--- src/core/cifd_consts.vh ---
// Constants shared by the instruction format decoder files
`ifndef CIFD_CONSTS_VH
`define CIFD_CONSTS_VH

// ****************************************
// Operand format codes (from predecode)
// ****************************************
`define CIFD_FMT_ZERO   4'h0
`define CIFD_FMT_N      4'h1
`define CIFD_FMT_M      4'h2
`define CIFD_FMT_NM     4'h3
`define CIFD_FMT_MD     4'h4
`define CIFD_FMT_ND4    4'h5
`define CIFD_FMT_NMD    4'h6
`define CIFD_FMT_D      4'h7
`define CIFD_FMT_D12    4'h8
`define CIFD_FMT_ND8    4'h9
`define CIFD_FMT_I      4'ha
`define CIFD_FMT_NI     4'hb

// ****************************************
// Operand addressing modes
// ****************************************
`define CIFD_AM_NONE    4'h0
`define CIFD_AM_DIRECT  4'h1
`define CIFD_AM_IND     4'h2
`define CIFD_AM_POSTINC 4'h3
`define CIFD_AM_PREDEC  4'h4
`define CIFD_AM_IDX_R0  4'h5
`define CIFD_AM_DISP    4'h6
`define CIFD_AM_GBR_DSP 4'h7
`define CIFD_AM_GBR_R0  4'h8
`define CIFD_AM_PC_DISP 4'h9
`define CIFD_AM_PC_REL  4'ha
`define CIFD_AM_CTRL    4'hb
`define CIFD_AM_IMM     4'hc
`define CIFD_AM_MAC     4'hd

// ****************************************
// Access sizes and field widths
// ****************************************
`define CIFD_SZ_BYTE    2'h0
`define CIFD_SZ_WORD    2'h1
`define CIFD_SZ_LONG    2'h2
`define CIFD_W4         2'h0
`define CIFD_W8         2'h1
`define CIFD_W12        2'h2
`define CIFD_SH_BRANCH  2'h1
`define CIFD_SH_TRAP    2'h2

// ****************************************
// Field positions and fixed indices
// ****************************************
`define CIFD_HI_LSB     8
`define CIFD_MID_LSB    4
`define CIFD_REG_ZERO   4'h0
`define CIFD_MASK_NONE  16'hffff
`define CIFD_MASK_HI    16'hf0ff
`define CIFD_MASK_MID   16'hff0f
`define CIFD_MASK_HIMID 16'hf00f
`define CIFD_MASK_LO8   16'hff00
`define CIFD_MASK_MIDLO 16'hff00
`define CIFD_MASK_ALL12 16'hf000
`define CIFD_MASK_HILO  16'hf000

// ****************************************
// Reset values
// ****************************************
`define CIFD_RST_WORD   16'h0000
`define CIFD_RST_VAL    32'h0000_0000

`endif

--- src/core/cifd_ext.v ---
// Field extender: zero or sign extension followed by a left scale
`timescale 1ns/1ps

module cifd_ext (
  // Raw field and how to treat it
  input  wire [11:0] field,
  input  wire [1:0]  width,
  input  wire        sgn,
  input  wire [1:0]  shift,
  // Extended and scaled result
  output reg  [31:0] value
);
`include "cifd_consts.vh"

  reg [31:0] base;

  always @* begin
    case (width)
      `CIFD_W4: begin
        base = sgn ? {{28{field[3]}}, field[3:0]} : {28'h0000000, field[3:0]};
      end
      `CIFD_W8: begin
        base = sgn ? {{24{field[7]}}, field[7:0]} : {24'h000000, field[7:0]};
      end
      default: begin
        base = sgn ? {{20{field[11]}}, field[11:0]} : {20'h00000, field[11:0]};
      end
    endcase
    // Scale of three is never asked for; top bits simply fall off
    value = base << shift;
  end

endmodule // cifd_ext

--- src/core/cifd_dec.v ---
// Instruction format decoder: splits a 16-bit word into its operand fields
`timescale 1ns/1ps

module cifd_dec (
  // Clock and reset
  input  wire        sys_clk,
  input  wire        sys_rst,
  // Fetch side
  input  wire        fetch_valid,
  input  wire [15:0] fetch_instr,
  input  wire [3:0]  fetch_fmt,
  input  wire [2:0]  fetch_var,
  input  wire [1:0]  fetch_size,
  // Decoded instruction
  output reg         dec_valid,
  output reg  [3:0]  dec_fmt,
  output reg  [15:0] dec_opcode,
  output reg  [3:0]  dec_dst_idx,
  output reg         dec_dst_use,
  output reg  [3:0]  dec_dst_mode,
  output reg  [3:0]  dec_src_idx,
  output reg         dec_src_use,
  output reg  [3:0]  dec_src_mode,
  output reg  [11:0] dec_disp_raw,
  output reg  [31:0] dec_disp,
  output reg  [31:0] dec_imm,
  output reg         dec_mac_dest,
  output reg         dec_bad_fmt
);
`include "cifd_consts.vh"

  // ****************************************
  // Functions
  // ****************************************
  // Bits of the word that are operand fields read as zero in the opcode
  function [15:0] op_mask;
    input [3:0] fmt;
    begin
      case (fmt)
        `CIFD_FMT_ZERO: op_mask = `CIFD_MASK_NONE;
        `CIFD_FMT_N:    op_mask = `CIFD_MASK_HI;
        `CIFD_FMT_M:    op_mask = `CIFD_MASK_HI;
        `CIFD_FMT_NM:   op_mask = `CIFD_MASK_HIMID;
        `CIFD_FMT_MD:   op_mask = `CIFD_MASK_MIDLO;
        `CIFD_FMT_ND4:  op_mask = `CIFD_MASK_MIDLO;
        `CIFD_FMT_NMD:  op_mask = `CIFD_MASK_ALL12;
        `CIFD_FMT_D:    op_mask = `CIFD_MASK_LO8;
        `CIFD_FMT_D12:  op_mask = `CIFD_MASK_ALL12;
        `CIFD_FMT_ND8:  op_mask = `CIFD_MASK_HILO;
        `CIFD_FMT_I:    op_mask = `CIFD_MASK_LO8;
        `CIFD_FMT_NI:   op_mask = `CIFD_MASK_HILO;
        default:        op_mask = `CIFD_MASK_NONE;
      endcase
    end
  endfunction

  // Scale of a data access; an undefined size is treated as byte
  function [1:0] size_shift;
    input [1:0] size;
    begin
      case (size)
        `CIFD_SZ_WORD: size_shift = 2'h1;
        `CIFD_SZ_LONG: size_shift = 2'h2;
        default:       size_shift = 2'h0;
      endcase
    end
  endfunction

  // ****************************************
  // Field slices
  // ****************************************
  wire [3:0] fld_hi;
  wire [3:0] fld_mid;

  assign fld_hi  = fetch_instr[`CIFD_HI_LSB +: 4];
  assign fld_mid = fetch_instr[`CIFD_MID_LSB +: 4];

  // ****************************************
  // Combinational decode
  // ****************************************
  reg  [3:0]  dst_idx_nxt;
  reg         dst_use_nxt;
  reg  [3:0]  dst_mode_nxt;
  reg  [3:0]  src_idx_nxt;
  reg         src_use_nxt;
  reg  [3:0]  src_mode_nxt;
  reg  [11:0] disp_fld;
  reg  [1:0]  disp_w;
  reg         disp_sgn;
  reg  [1:0]  disp_sh;
  reg  [11:0] imm_fld;
  reg         imm_sgn;
  reg  [1:0]  imm_sh;
  reg         mac_nxt;
  reg         bad_nxt;
  wire [31:0] disp_ext;
  wire [31:0] imm_ext;

  always @* begin
    dst_idx_nxt  = `CIFD_REG_ZERO;
    dst_use_nxt  = 1'b0;
    dst_mode_nxt = `CIFD_AM_NONE;
    src_idx_nxt  = `CIFD_REG_ZERO;
    src_use_nxt  = 1'b0;
    src_mode_nxt = `CIFD_AM_NONE;
    disp_fld     = 12'h000;
    disp_w       = `CIFD_W4;
    disp_sgn     = 1'b0;
    disp_sh      = size_shift(fetch_size);
    imm_fld      = 12'h000;
    imm_sgn      = 1'b0;
    imm_sh       = 2'h0;
    mac_nxt      = 1'b0;
    bad_nxt      = 1'b0;
    case (fetch_fmt)
      `CIFD_FMT_ZERO: begin
        // No operand fields at all
        bad_nxt = 1'b0;
      end
      `CIFD_FMT_N: begin
        dst_idx_nxt  = fld_hi;
        dst_use_nxt  = 1'b1;
        dst_mode_nxt = `CIFD_AM_DIRECT;
        if (fetch_var == 3'h1) begin
          src_mode_nxt = `CIFD_AM_CTRL;
        end else if (fetch_var == 3'h2) begin
          src_mode_nxt = `CIFD_AM_CTRL;
          dst_mode_nxt = `CIFD_AM_PREDEC;
        end
      end
      `CIFD_FMT_M: begin
        src_idx_nxt = fld_hi;
        src_use_nxt = 1'b1;
        case (fetch_var)
          3'h0: begin
            src_mode_nxt = `CIFD_AM_DIRECT;
            dst_mode_nxt = `CIFD_AM_CTRL;
          end
          3'h1: begin
            src_mode_nxt = `CIFD_AM_POSTINC;
            dst_mode_nxt = `CIFD_AM_CTRL;
          end
          3'h2: begin
            // Jump target: no destination operand
            src_mode_nxt = `CIFD_AM_DIRECT;
          end
          default: begin
            src_mode_nxt = `CIFD_AM_PC_REL;
          end
        endcase
      end
      `CIFD_FMT_NM: begin
        dst_idx_nxt  = fld_hi;
        src_idx_nxt  = fld_mid;
        dst_use_nxt  = 1'b1;
        src_use_nxt  = 1'b1;
        src_mode_nxt = `CIFD_AM_DIRECT;
        case (fetch_var)
          3'h0: dst_mode_nxt = `CIFD_AM_DIRECT;
          3'h1: dst_mode_nxt = `CIFD_AM_IND;
          3'h2: begin
            // Both fields read memory; the high field is a source here
            src_mode_nxt = `CIFD_AM_POSTINC;
            dst_mode_nxt = `CIFD_AM_MAC;
            mac_nxt      = 1'b1;
          end
          3'h3: begin
            src_mode_nxt = `CIFD_AM_POSTINC;
            dst_mode_nxt = `CIFD_AM_DIRECT;
          end
          3'h4: dst_mode_nxt = `CIFD_AM_PREDEC;
          3'h5: dst_mode_nxt = `CIFD_AM_IDX_R0;
          default: begin
            bad_nxt      = 1'b1;
            dst_mode_nxt = `CIFD_AM_NONE;
          end
        endcase
      end
      `CIFD_FMT_MD: begin
        src_idx_nxt  = fld_mid;
        src_use_nxt  = 1'b1;
        src_mode_nxt = `CIFD_AM_DISP;
        dst_idx_nxt  = `CIFD_REG_ZERO;
        dst_use_nxt  = 1'b1;
        dst_mode_nxt = `CIFD_AM_DIRECT;
        disp_fld     = {8'h00, fetch_instr[3:0]};
      end
      `CIFD_FMT_ND4: begin
        dst_idx_nxt  = fld_mid;
        dst_use_nxt  = 1'b1;
        dst_mode_nxt = `CIFD_AM_DISP;
        src_idx_nxt  = `CIFD_REG_ZERO;
        src_use_nxt  = 1'b1;
        src_mode_nxt = `CIFD_AM_DIRECT;
        disp_fld     = {8'h00, fetch_instr[3:0]};
      end
      `CIFD_FMT_NMD: begin
        dst_idx_nxt = fld_hi;
        src_idx_nxt = fld_mid;
        dst_use_nxt = 1'b1;
        src_use_nxt = 1'b1;
        disp_fld    = {8'h00, fetch_instr[3:0]};
        // Variant 1 is a load, anything else a store
        if (fetch_var == 3'h1) begin
          src_mode_nxt = `CIFD_AM_DISP;
          dst_mode_nxt = `CIFD_AM_DIRECT;
        end else begin
          src_mode_nxt = `CIFD_AM_DIRECT;
          dst_mode_nxt = `CIFD_AM_DISP;
        end
      end
      `CIFD_FMT_D: begin
        disp_fld = {4'h0, fetch_instr[7:0]};
        disp_w   = `CIFD_W8;
        case (fetch_var)
          3'h0: begin
            src_mode_nxt = `CIFD_AM_GBR_DSP;
            dst_use_nxt  = 1'b1;
            dst_mode_nxt = `CIFD_AM_DIRECT;
          end
          3'h1: begin
            src_use_nxt  = 1'b1;
            src_mode_nxt = `CIFD_AM_DIRECT;
            dst_mode_nxt = `CIFD_AM_GBR_DSP;
          end
          3'h2: begin
            src_mode_nxt = `CIFD_AM_PC_DISP;
            dst_use_nxt  = 1'b1;
            dst_mode_nxt = `CIFD_AM_DIRECT;
          end
          default: begin
            src_mode_nxt = `CIFD_AM_PC_REL;
            disp_sgn     = 1'b1;
            disp_sh      = `CIFD_SH_BRANCH;
          end
        endcase
      end
      `CIFD_FMT_D12: begin
        disp_fld     = fetch_instr[11:0];
        disp_w       = `CIFD_W12;
        src_mode_nxt = `CIFD_AM_PC_REL;
        disp_sgn     = 1'b1;
        disp_sh      = `CIFD_SH_BRANCH;
      end
      `CIFD_FMT_ND8: begin
        dst_idx_nxt  = fld_hi;
        dst_use_nxt  = 1'b1;
        dst_mode_nxt = `CIFD_AM_DIRECT;
        src_mode_nxt = `CIFD_AM_PC_DISP;
        disp_fld     = {4'h0, fetch_instr[7:0]};
        disp_w       = `CIFD_W8;
      end
      `CIFD_FMT_I: begin
        imm_fld      = {4'h0, fetch_instr[7:0]};
        src_mode_nxt = `CIFD_AM_IMM;
        case (fetch_var)
          3'h0: dst_mode_nxt = `CIFD_AM_GBR_R0;
          3'h1: begin
            dst_use_nxt  = 1'b1;
            dst_mode_nxt = `CIFD_AM_DIRECT;
          end
          3'h2: begin
            // Arithmetic use of register zero takes a signed byte
            dst_use_nxt  = 1'b1;
            dst_mode_nxt = `CIFD_AM_DIRECT;
            imm_sgn      = 1'b1;
          end
          default: begin
            imm_sh = `CIFD_SH_TRAP;
          end
        endcase
      end
      `CIFD_FMT_NI: begin
        dst_idx_nxt  = fld_hi;
        dst_use_nxt  = 1'b1;
        dst_mode_nxt = `CIFD_AM_DIRECT;
        src_mode_nxt = `CIFD_AM_IMM;
        imm_fld      = {4'h0, fetch_instr[7:0]};
        imm_sgn      = 1'b1;
      end
      default: begin
        bad_nxt = 1'b1;
      end
    endcase
  end

  // ****************************************
  // Extension and scaling
  // ****************************************
  // Disp path: zero-extended data offsets, signed doubled branches
  cifd_ext u_disp_ext (
    .field (disp_fld),
    .width (disp_w),
    .sgn   (disp_sgn),
    .shift (disp_sh),
    .value (disp_ext)
  );

  // Immediate path is never scaled except for the trap number
  cifd_ext u_imm_ext (
    .field (imm_fld),
    .width (`CIFD_W8),
    .sgn   (imm_sgn),
    .shift (imm_sh),
    .value (imm_ext)
  );

  // ****************************************
  // Output stage
  // ****************************************
  // One cycle of latency buys outputs free of decode glitches
  always @(posedge sys_clk or posedge sys_rst) begin
    if (sys_rst) begin
      dec_valid    <= 1'b0;
      dec_fmt      <= `CIFD_FMT_ZERO;
      dec_opcode   <= `CIFD_RST_WORD;
      dec_dst_idx  <= `CIFD_REG_ZERO;
      dec_dst_use  <= 1'b0;
      dec_dst_mode <= `CIFD_AM_NONE;
      dec_src_idx  <= `CIFD_REG_ZERO;
      dec_src_use  <= 1'b0;
      dec_src_mode <= `CIFD_AM_NONE;
      dec_disp_raw <= 12'h000;
      dec_disp     <= `CIFD_RST_VAL;
      dec_imm      <= `CIFD_RST_VAL;
      dec_mac_dest <= 1'b0;
      dec_bad_fmt  <= 1'b0;
    end else begin
      dec_valid    <= fetch_valid;
      dec_fmt      <= fetch_fmt;
      dec_opcode   <= fetch_instr & op_mask(fetch_fmt);
      dec_dst_idx  <= dst_idx_nxt;
      dec_dst_use  <= dst_use_nxt;
      dec_dst_mode <= dst_mode_nxt;
      dec_src_idx  <= src_idx_nxt;
      dec_src_use  <= src_use_nxt;
      dec_src_mode <= src_mode_nxt;
      dec_disp_raw <= disp_fld;
      dec_disp     <= disp_ext;
      dec_imm      <= imm_ext;
      dec_mac_dest <= mac_nxt;
      dec_bad_fmt  <= fetch_valid & bad_nxt;
    end
  end

endmodule // cifd_dec

--- config.mk ---
export PLATFORM = sky130hd
export DESIGN_NAME = cifd_dec
export DESIGN_NICKNAME = d
export VERILOG_FILES = /design/src/core/cifd_ext.v /design/src/core/cifd_dec.v
export VERILOG_INCLUDE_DIRS = /design/src /design/src/core
export SDC_FILE = /design/constraint.sdc
export NUM_CORES = 1
export LEC_CHECK = 0
export CAP_MARGIN = 20
export CELL_PAD_IN_SITES_DETAIL_PLACEMENT = 1
export CELL_PAD_IN_SITES_GLOBAL_PLACEMENT = 1
export CORE_UTILIZATION = 45
export CTS_BUF_LIST = sky130_fd_sc_hd__clkbuf_8
export CTS_CLUSTER_DIAMETER = 200
export DETAILED_ROUTE_END_ITERATION = 8
export DONT_BUFFER_PORTS = 1
export GPL_TIMING_DRIVEN = 0
export PLACE_DENSITY_LB_ADDON = 0.08
export SLEW_MARGIN = 10
export SYNTH_ARGS = -nofsm -noshare
export SYNTH_HDL_FRONTEND = slang
export SYNTH_SLANG_ARGS = --single-unit
--- constraint.sdc ---
create_clock -name sys_clk -period 2.42 [get_ports sys_clk]
set_clock_uncertainty 0.2 [all_clocks]
set_input_delay 0.121 -clock sys_clk [delete_from_list [all_inputs] [get_ports sys_clk]]
set_output_delay 0.121 -clock sys_clk [all_outputs]
set_load 0.005 [all_outputs]
==> reports/qor.csv, run 1 <==
stage,metric,value,unit
logic_synthesis,synth_top_area_share,55.0,%
pwr,finalPower,2860,uW
critical_path,crit_arrival,2310,ps
floorplanning,core_area,7770,um^2
global_routing,grt_pass1_vias,2589,
critical_path,worstSetupStartpointType,primary input,
logic_synthesis,synth_warnings,0,
floorplanning,num_rows,32,
clock_network,root_buffer,clkbuf_8,
pwr,power_leakage,0.00213,uW
clock_network,cts_htree_levels,3,
placed_design,io_buffers,0,
pwr,p_sw_share,24.8,%
floorplanning,die_h,91.9,um
placed_design,gp_congestion,0.826,
timing,holdWs,15.6,ps
timing,slew_violations,0,
timing,tightestPinTransition,672,ps
timing,finalHoldViolations,0,
cells_and_area,finalInstanceArea,4290,um^2
cells_and_area,fin_nets,395,
routing,avgRoutedWirePerCell,20.2,um
global_routing,antenna_found_initial,1,
global_routing,grtUsageTotal,23.6,%
run,cap_viol_max_count,0,
clock_network,cts.reportedPaths.clkPinSlew,80,ps
pwr,pwr-share-comb,11.4,%
clock_network,numCtsBuffers,9,
timing,finalCritPeriodShare,93.0,%
routing,dr.pass1.iters,4,
routing,routed_wl,9530,um
timing,post-route-min-period,2250,ps
global_routing,grt_max_degree,46,
pwr,switching_power,708,uW
logic_synthesis,synth_cell_types,50,
logic_synthesis,yosysSeqAreaShare,55.0,%
critical_path,worst-path-max-fanout,10,
global_routing,globalRouteOverflowTotal,0,
logic_synthesis,synth_area_leaders,"dfrtp_1 55%, buf_4 8.3%, mux2i_1 4.4%, o21ai_0 2.2%, nand2_1 2.2%",
timing,fmax,444,MHz
timing,fin_setup_tns,0,ps
pwr,seqPwrFrac,50.7,%
cells_and_area,fillers,844,
logic_synthesis,syn_inst,323,
routing,post-route-drc-count,0,
pwr,internal-power,2150,uW
critical_path,cp_data_required_time,2480,ps
floorplanning,ios,145,
worst_hold_path,worst_hold_path_type,in2reg,
routing,num_vias,2501,
routing,viasPerCell,5.31,
routing,ant_nets,0,
routing,drtIter0Drc,49,
clock_network,cts_tree,yes,
floorplanning,dieArea,8450,um^2
clock_network,clockBufferDepth,2,
logic_synthesis,yosysTopAreaCell,dfrtp_1,
critical_path,critPathKind,in2reg,
floorplanning,die_w,91.9,um
timing,rsz0062_at_grt,no,
placed_design,dp.final_hpwl,6680,um
floorplanning,start_util,46.9,%
pwr,power.density,666,nW/um^2
logic_synthesis,syn_area,3640,um^2
logic_synthesis,syn_avg_cell_area,11.3,um^2
logic_synthesis,synth-seq-cells,80,
pwr,peakVddDrop,0.262,mV
cells_and_area,drive_above_1_share,21.2,%
logic_synthesis,synth-edff-count,0,
critical_path,worstSetupEndpointType,register,
placed_design,placed_cell_area,3790,um^2
global_routing,grt_pass1_wl,14900,um
clock_network,cts_sinks,80,
logic_synthesis,ys_async_sr_fraction,100,%
logic_synthesis,ys.flop_type,dfrtp_1,
timing,setup_viol,0,
cells_and_area,syn2layout_area_growth,17.9,%
pwr,clockPowerShare,37.9,%
timing,slew-limit-headroom,55.2,%
logic_synthesis,synth_nets,355,
status,status,"finished, final reports clean",
worst paths after layout:
path	from	end	slack (ps)	cells past startpoint
min in group asynchronous	sys_rst	dec_disp[14]$_DFF_PP0_	80	2
min	fetch_fmt[2]	dec_opcode[1]$_DFF_PP0_	20	3
max in group asynchronous	sys_rst	dec_imm[5]$_DFF_PP0_	1360	3
max	fetch_fmt[3]	dec_disp[0]$_DFF_PP0_	170	10
registers in the layout (all words and copies together) (netlist names):
| register | flops |
|---|---|
| dec_disp_raw | 12 |
| dec_dst_mode | 4 |
| dec_src_idx | 4 |
| dec_valid | 1 |
| dec_dst_use | 1 |
| dec_src_use | 1 |
| dec_disp | 16 |
| dec_imm | 11 |
| dec_mac_dest | 1 |
| dec_fmt | 4 |
| dec_opcode | 16 |
| dec_bad_fmt | 1 |
| dec_dst_idx | 4 |
| dec_src_mode | 4 |
metal layers:
metal / vias to the layer above / routed length, um / global-route usage [%] / part of all wire (%)
li1: 1143 / - / - / -
met1: 1243 / 3870 / 28.1 / 41
met2: 106 / 4890 / 40.2 / 51
met3: 9 / 655 / 7.88 / 6.9
met4: 0 / 108 / 7.29 / 1.1
met5: - / 0 / 0 / 0
cells in the final DEF (no fill, tap or decap), drive strengths merged, types with 11 or more instances in the layout:
| cell type | n |
|---|---|
| o21ai | 17 |
| clkbuf | 14 |
| nand2 | 22 |
| inv | 17 |
| buf | 52 |
| dfrtp | 80 |
| mux2i | 16 |
| dlygate4sd3 | 26 |
| a21oi | 11 |
| nor2 | 19 |
power by group through the flow:
stage	Combinational, uW	Sequential [uW]	Clock (uW)
4_1_cts	328	1450	1110
6_report	327	1450	1080
2_1_floorplan	211	1460	0
3_3_place_gp	260	1470	0
5_1_grt	362	1460	1160
3_5_place_dp	273	1480	0
area by class of cell:
type                       instances  area [um^2]  share of cell area [%]
sequential                        80         2000                    46.6
multi-input combinational        175         1230                    28.6
clock buffer                      10          138                    3.21
tap                              102          128                    2.97
inverter                          15         58.8                    1.37
buffer                            53          358                    8.34
timing repair buffer              29          295                    6.88
antenna                            1         2.50                  0.0583
clock inverter                     6         85.1                    1.98
cell usage after synthesis, types with 2 or more instances:
| cell type | instances |
|---|---|
| buf_4 | 40 |
| mux2_4 | 3 |
| o21a_1 | 2 |
| inv_1 | 15 |
| a221oi_1 | 4 |
| nand3_1 | 3 |
| a22o_1 | 8 |
| buf_1 | 2 |
| nor4_1 | 3 |
| nor2_1 | 19 |
| a21boi_1 | 4 |
| nor3b_1 | 2 |
| clkbuf_1 | 4 |
| a21oi_1 | 10 |
| nor2b_1 | 9 |
| a21o_1 | 2 |
| dfrtp_1 | 80 |
| nor3_1 | 3 |
| a2bb2oi_1 | 2 |
| a32o_1 | 3 |
| nand2_1 | 21 |
| mux2i_1 | 16 |
| o21ai_0 | 16 |
| ha_1 | 4 |
| nand2b_1 | 8 |
| buf_2 | 7 |
| and2_1 | 9 |
| xnor2_1 | 2 |
cell families after synthesis:
group                      count (synthesis)  synth area share [%]
AOI/OAI and AO/OA                         64                  13.3
xor gates and xnor gates                   2                 0.481
adders and majority gates                  4                  1.38
buffers and inverters                     68                  11.4
DFF                                       80                  55.0
muxes                                     19                  5.64
and+or+nand+nor                           86                  12.8
metrics by stage:
stage          util, %  instances  setup slack [ps]
3_3_place_gp      48.5        425              -623
3_5_place_dp      48.8        426               399
4_1_cts           55.0        468               121
5_1_grt           55.3        471              66.4
6_report          55.3        471               169
2_1_floorplan        -        323              47.3
worst max-delay path, stage by stage:
cell	delay (ps)
dlygate4sd3_1	610
inv_1	160
ha_2	300
nand3_2	130
buf_2	210
nor2_1	240
nor4b_4	80
buf_4	170
buf_4	140
nor3_1	160
timing repair:
| action | 4_1_cts | 5_1_grt |
|---|---|---|
| hold buffers | 26 | 0 |
| resized for setup | 0 | 1 |
| buffers inserted | 0 | 2 |
| endpoints found under the setup margin | 0 | 3 |
| hold endpoints to repair | 155 | 0 |
Note: power is estimated with default switching activity, not from simulation.
==> run 2: changes to the inputs <==
--- a/config.mk
+++ b/config.mk
@@ -9,13 +9,14 @@
 export CAP_MARGIN = 20
 export CELL_PAD_IN_SITES_DETAIL_PLACEMENT = 1
 export CELL_PAD_IN_SITES_GLOBAL_PLACEMENT = 1
-export CORE_UTILIZATION = 45
+export CORE_UTILIZATION = 49
 export CTS_BUF_LIST = sky130_fd_sc_hd__clkbuf_8
 export CTS_CLUSTER_DIAMETER = 200
 export DETAILED_ROUTE_END_ITERATION = 8
 export DONT_BUFFER_PORTS = 1
 export GPL_TIMING_DRIVEN = 0
 export PLACE_DENSITY_LB_ADDON = 0.08
+export RECOVER_POWER = 100
 export SLEW_MARGIN = 10
 export SYNTH_ARGS = -nofsm -noshare
 export SYNTH_HDL_FRONTEND = slang
==> constraint.sdc (replaced) <==
create_clock -name sys_clk -period 2.35 [get_ports sys_clk]
set_clock_uncertainty 0.2 [all_clocks]
set_input_delay 0.1175 -clock sys_clk [delete_from_list [all_inputs] [get_ports sys_clk]]
set_output_delay 0.1175 -clock sys_clk [all_outputs]
set_load 0.005 [all_outputs]
==> run 2 against run 1 <==
  * Count of clock-buffer cells in the layout shrank 1
  * Sequential cell count is the same
  * Hold slack gained 3.7 ps
  * Via count grew 2.8%
  * First-iteration DRC count grew 130%
  * Critical path type unchanged
  * Largest cell class unchanged
  * Largest power group unchanged
==> reports/qor.csv, run 2 (synthesis gave the netlist of run 1 again) <==
stage,metric,value,unit,change
critical_path,critPathKind,in2reg,,
pwr,power.density,689,nW/um^2,+3.6%
timing,fmax,441,MHz,
placed_design,dp_slack,338,ps,-61.7 ps
floorplanning,die_h,88.2,um,-4.1%
pwr,seqPwrFrac,50.6,%,about the same
floorplanning,num_rows,31,,-3.1%
cells_and_area,drive_above_1_share,20.7,%,-0.54 points
placed_design,gp_congestion,0.917,,+11%
routing,viasPerCell,5.50,,+3.6%
clock_network,cts_tree,yes,,
floorplanning,core_area,7210,um^2,-7.1%
cells_and_area,layout_commonest_cell,dfrtp_1,,
floorplanning,dieArea,7780,um^2,-8.0%
pwr,clockPowerShare,37.8,%,about the same
timing,slew-limit-headroom,51.3,%,-3.9 points
global_routing,antenna_found_initial,0,,-1
timing,tightestPinTransition,730,ps,+58.1 ps
critical_path,crit_arrival,2350,ps,+40 ps
worst_hold_path,worst_hold_path_type,in2reg,,
routing,num_vias,2570,,+2.8%
critical_path,worstSetupEndpointType,register,,
critical_path,path_common_cell,dlygate4sd3_1,,
critical_path,cp_data_required_time,2440,ps,-40 ps
clock_network,cts.reportedPaths.clkPinSlew,80,ps,about the same
timing,timing.final.ws_setup,84.1,ps,-85.2 ps
status,status,"finished, final reports clean",,
pwr,switching_power,764,uW,+7.9%
global_routing,globalRouteOverflowTotal,0,,unchanged
critical_path,worst-path-max-fanout,10,,unchanged
floorplanning,ios,145,,unchanged
global_routing,grt_pass1_vias,2705,,+4.5%
critical_path,crit_slowest_cell,dlygate4sd3_1,,
pwr,power_leakage,0.00208,uW,-2.5%
routing,dr.pass1.iters,4,,unchanged
timing,slew_violations,0,,unchanged
pwr,peakVddDrop,0.367,mV,+40%
cells_and_area,reg_top3,"dec_disp (16), dec_opcode (16), dec_disp_raw (12)",,
critical_path,crit_chain,dlygate4sd3_1 > ha_1 > buf_4 > nand2_2 > nor3_4 > buf_6 > a21o_1 > dlygate4sd3_1,,
routing,ant_nets,0,,unchanged
critical_path,crit_path_max_incr_delay,630,ps,+20 ps
timing,setup_viol,0,,unchanged
timing,fin_setup_tns,0,ps,unchanged
timing,finalCritPeriodShare,96.4,%,
pwr,pwr-share-comb,11.6,%,+0.2 points
timing,rsz0062_at_grt,no,,
critical_path,worstSetupStartpointType,primary input,,
cells_and_area,mostFrequentLayoutCells,"80 x dfrtp_1, 29 x clkbuf_4, 26 x dlygate4sd3_1",,
placed_design,io_buffers,0,,unchanged
cells_and_area,syn2layout_area_growth,17.5,%,
clock_network,clockBufferDepth,2,,unchanged
cells_and_area,finalInstanceArea,4280,um^2,-0.35%
floorplanning,start_util,50.5,%,+3.6 points
run,cap_viol_max_count,0,,unchanged
clock_network,root_buffer,clkbuf_8,,
placed_design,placed_cell_area,3810,um^2,+0.46%
routing,routed_wl,9970,um,+4.7%
pwr,internal-power,2190,uW,+1.7%
routing,post-route-drc-count,0,,unchanged
global_routing,grtUsageTotal,26.1,%,+2.5 points
floorplanning,die_w,88.2,um,-4.1%
clock_network,numCtsBuffers,9,,unchanged
routing,avgRoutedWirePerCell,21.4,um,+5.6%
placed_design,dp.final_hpwl,6620,um,-0.83%
pwr,p_sw_share,25.9,%,+1.1 points
timing,holdWs,19.2,ps,+3.65 ps
cells_and_area,fin_nets,395,,unchanged
timing,post-route-min-period,2270,ps,
cells_and_area,diodes,0,,-1
clock_network,cts_htree_levels,3,,unchanged
timing,finalHoldViolations,0,,unchanged
global_routing,grt_pass1_wl,14800,um,-0.88%
global_routing,grt_max_degree,40,,-13%
clock_network,cts_sinks,80,,unchanged
routing,drtIter0Drc,113,,+130%
-- run 2: changes by cell type in the layout (fill, tap and decap cells not counted), sizes merged --
cell	change
buf	-35
clkbuf	+34
clkinvlp	+3
clkinv	-1
diode	-1
inv	-1
-- run 2: repair_timing --
action / in CTS / in global routing
setup buffers: 0 / 1
hold buffers: 26 / 0
endpoints found under the setup margin: 0 / 8
endpoints found under the hold margin: 156 / 0
resized for setup: 0 / 5
-- run 2: power groups by stage --
stage	sequential [uW]	combinational (uW)	clock, uW
final	1490	342	1120
after global routing	1500	374	1180
after CTS	1490	343	1130
after detailed placement	1520	286	0
after global placement	1520	267	0
after floorplan	1510	218	0
-- run 2: per-layer routing --
metal	global-route usage (%)	wire [um]
met5	0	0
met4	7.62	114
met3	8.58	707
met2	46.3	5190
met1	29.9	3970
-- run 2: worst paths after layout --
kind | to | slack, ps | depth (start not counted) | start
max | dec_imm[8]$_DFF_PP0_ | 80 | 8 | fetch_fmt[3]
min | dec_opcode[10]$_DFF_PP0_ | 20 | 3 | fetch_fmt[3]
min in group asynchronous | dec_opcode[6]$_DFF_PP0_ | 120 | 2 | sys_rst
max in group asynchronous | dec_dst_use$_DFF_PP0_ | 530 | 4 | sys_rst
-- run 2: critical path, delay by kind of cell --
kind                     cells  cell delay, ps
buffers and inverters        4            1530
AND/OR/NAND/NOR              2             390
AO/OA/AOI/OAI                1             130
adder cells (fa/ha/maj)      1             180
-- run 2: final cells by class --
class	count	area (um^2)
fillers	795	2940
inverters	15	57.6
plain buffers	53	349
well taps	99	124
clock inverters	7	96.3
repair buffers	29	290
flip-flops and latches	80	2000
multi-input cells	175	1230
clock buffers	9	124
-- run 2: metrics by stage --
step           std cells  power (uW)  utilization (%)
2_1_floorplan        323        1720                -
3_3_place_gp         422        1790             52.2
3_5_place_dp         424        1810             52.8
4_1_cts              466        2970             59.4
5_1_grt              467        3060             59.3
6_report             467        2950             59.3
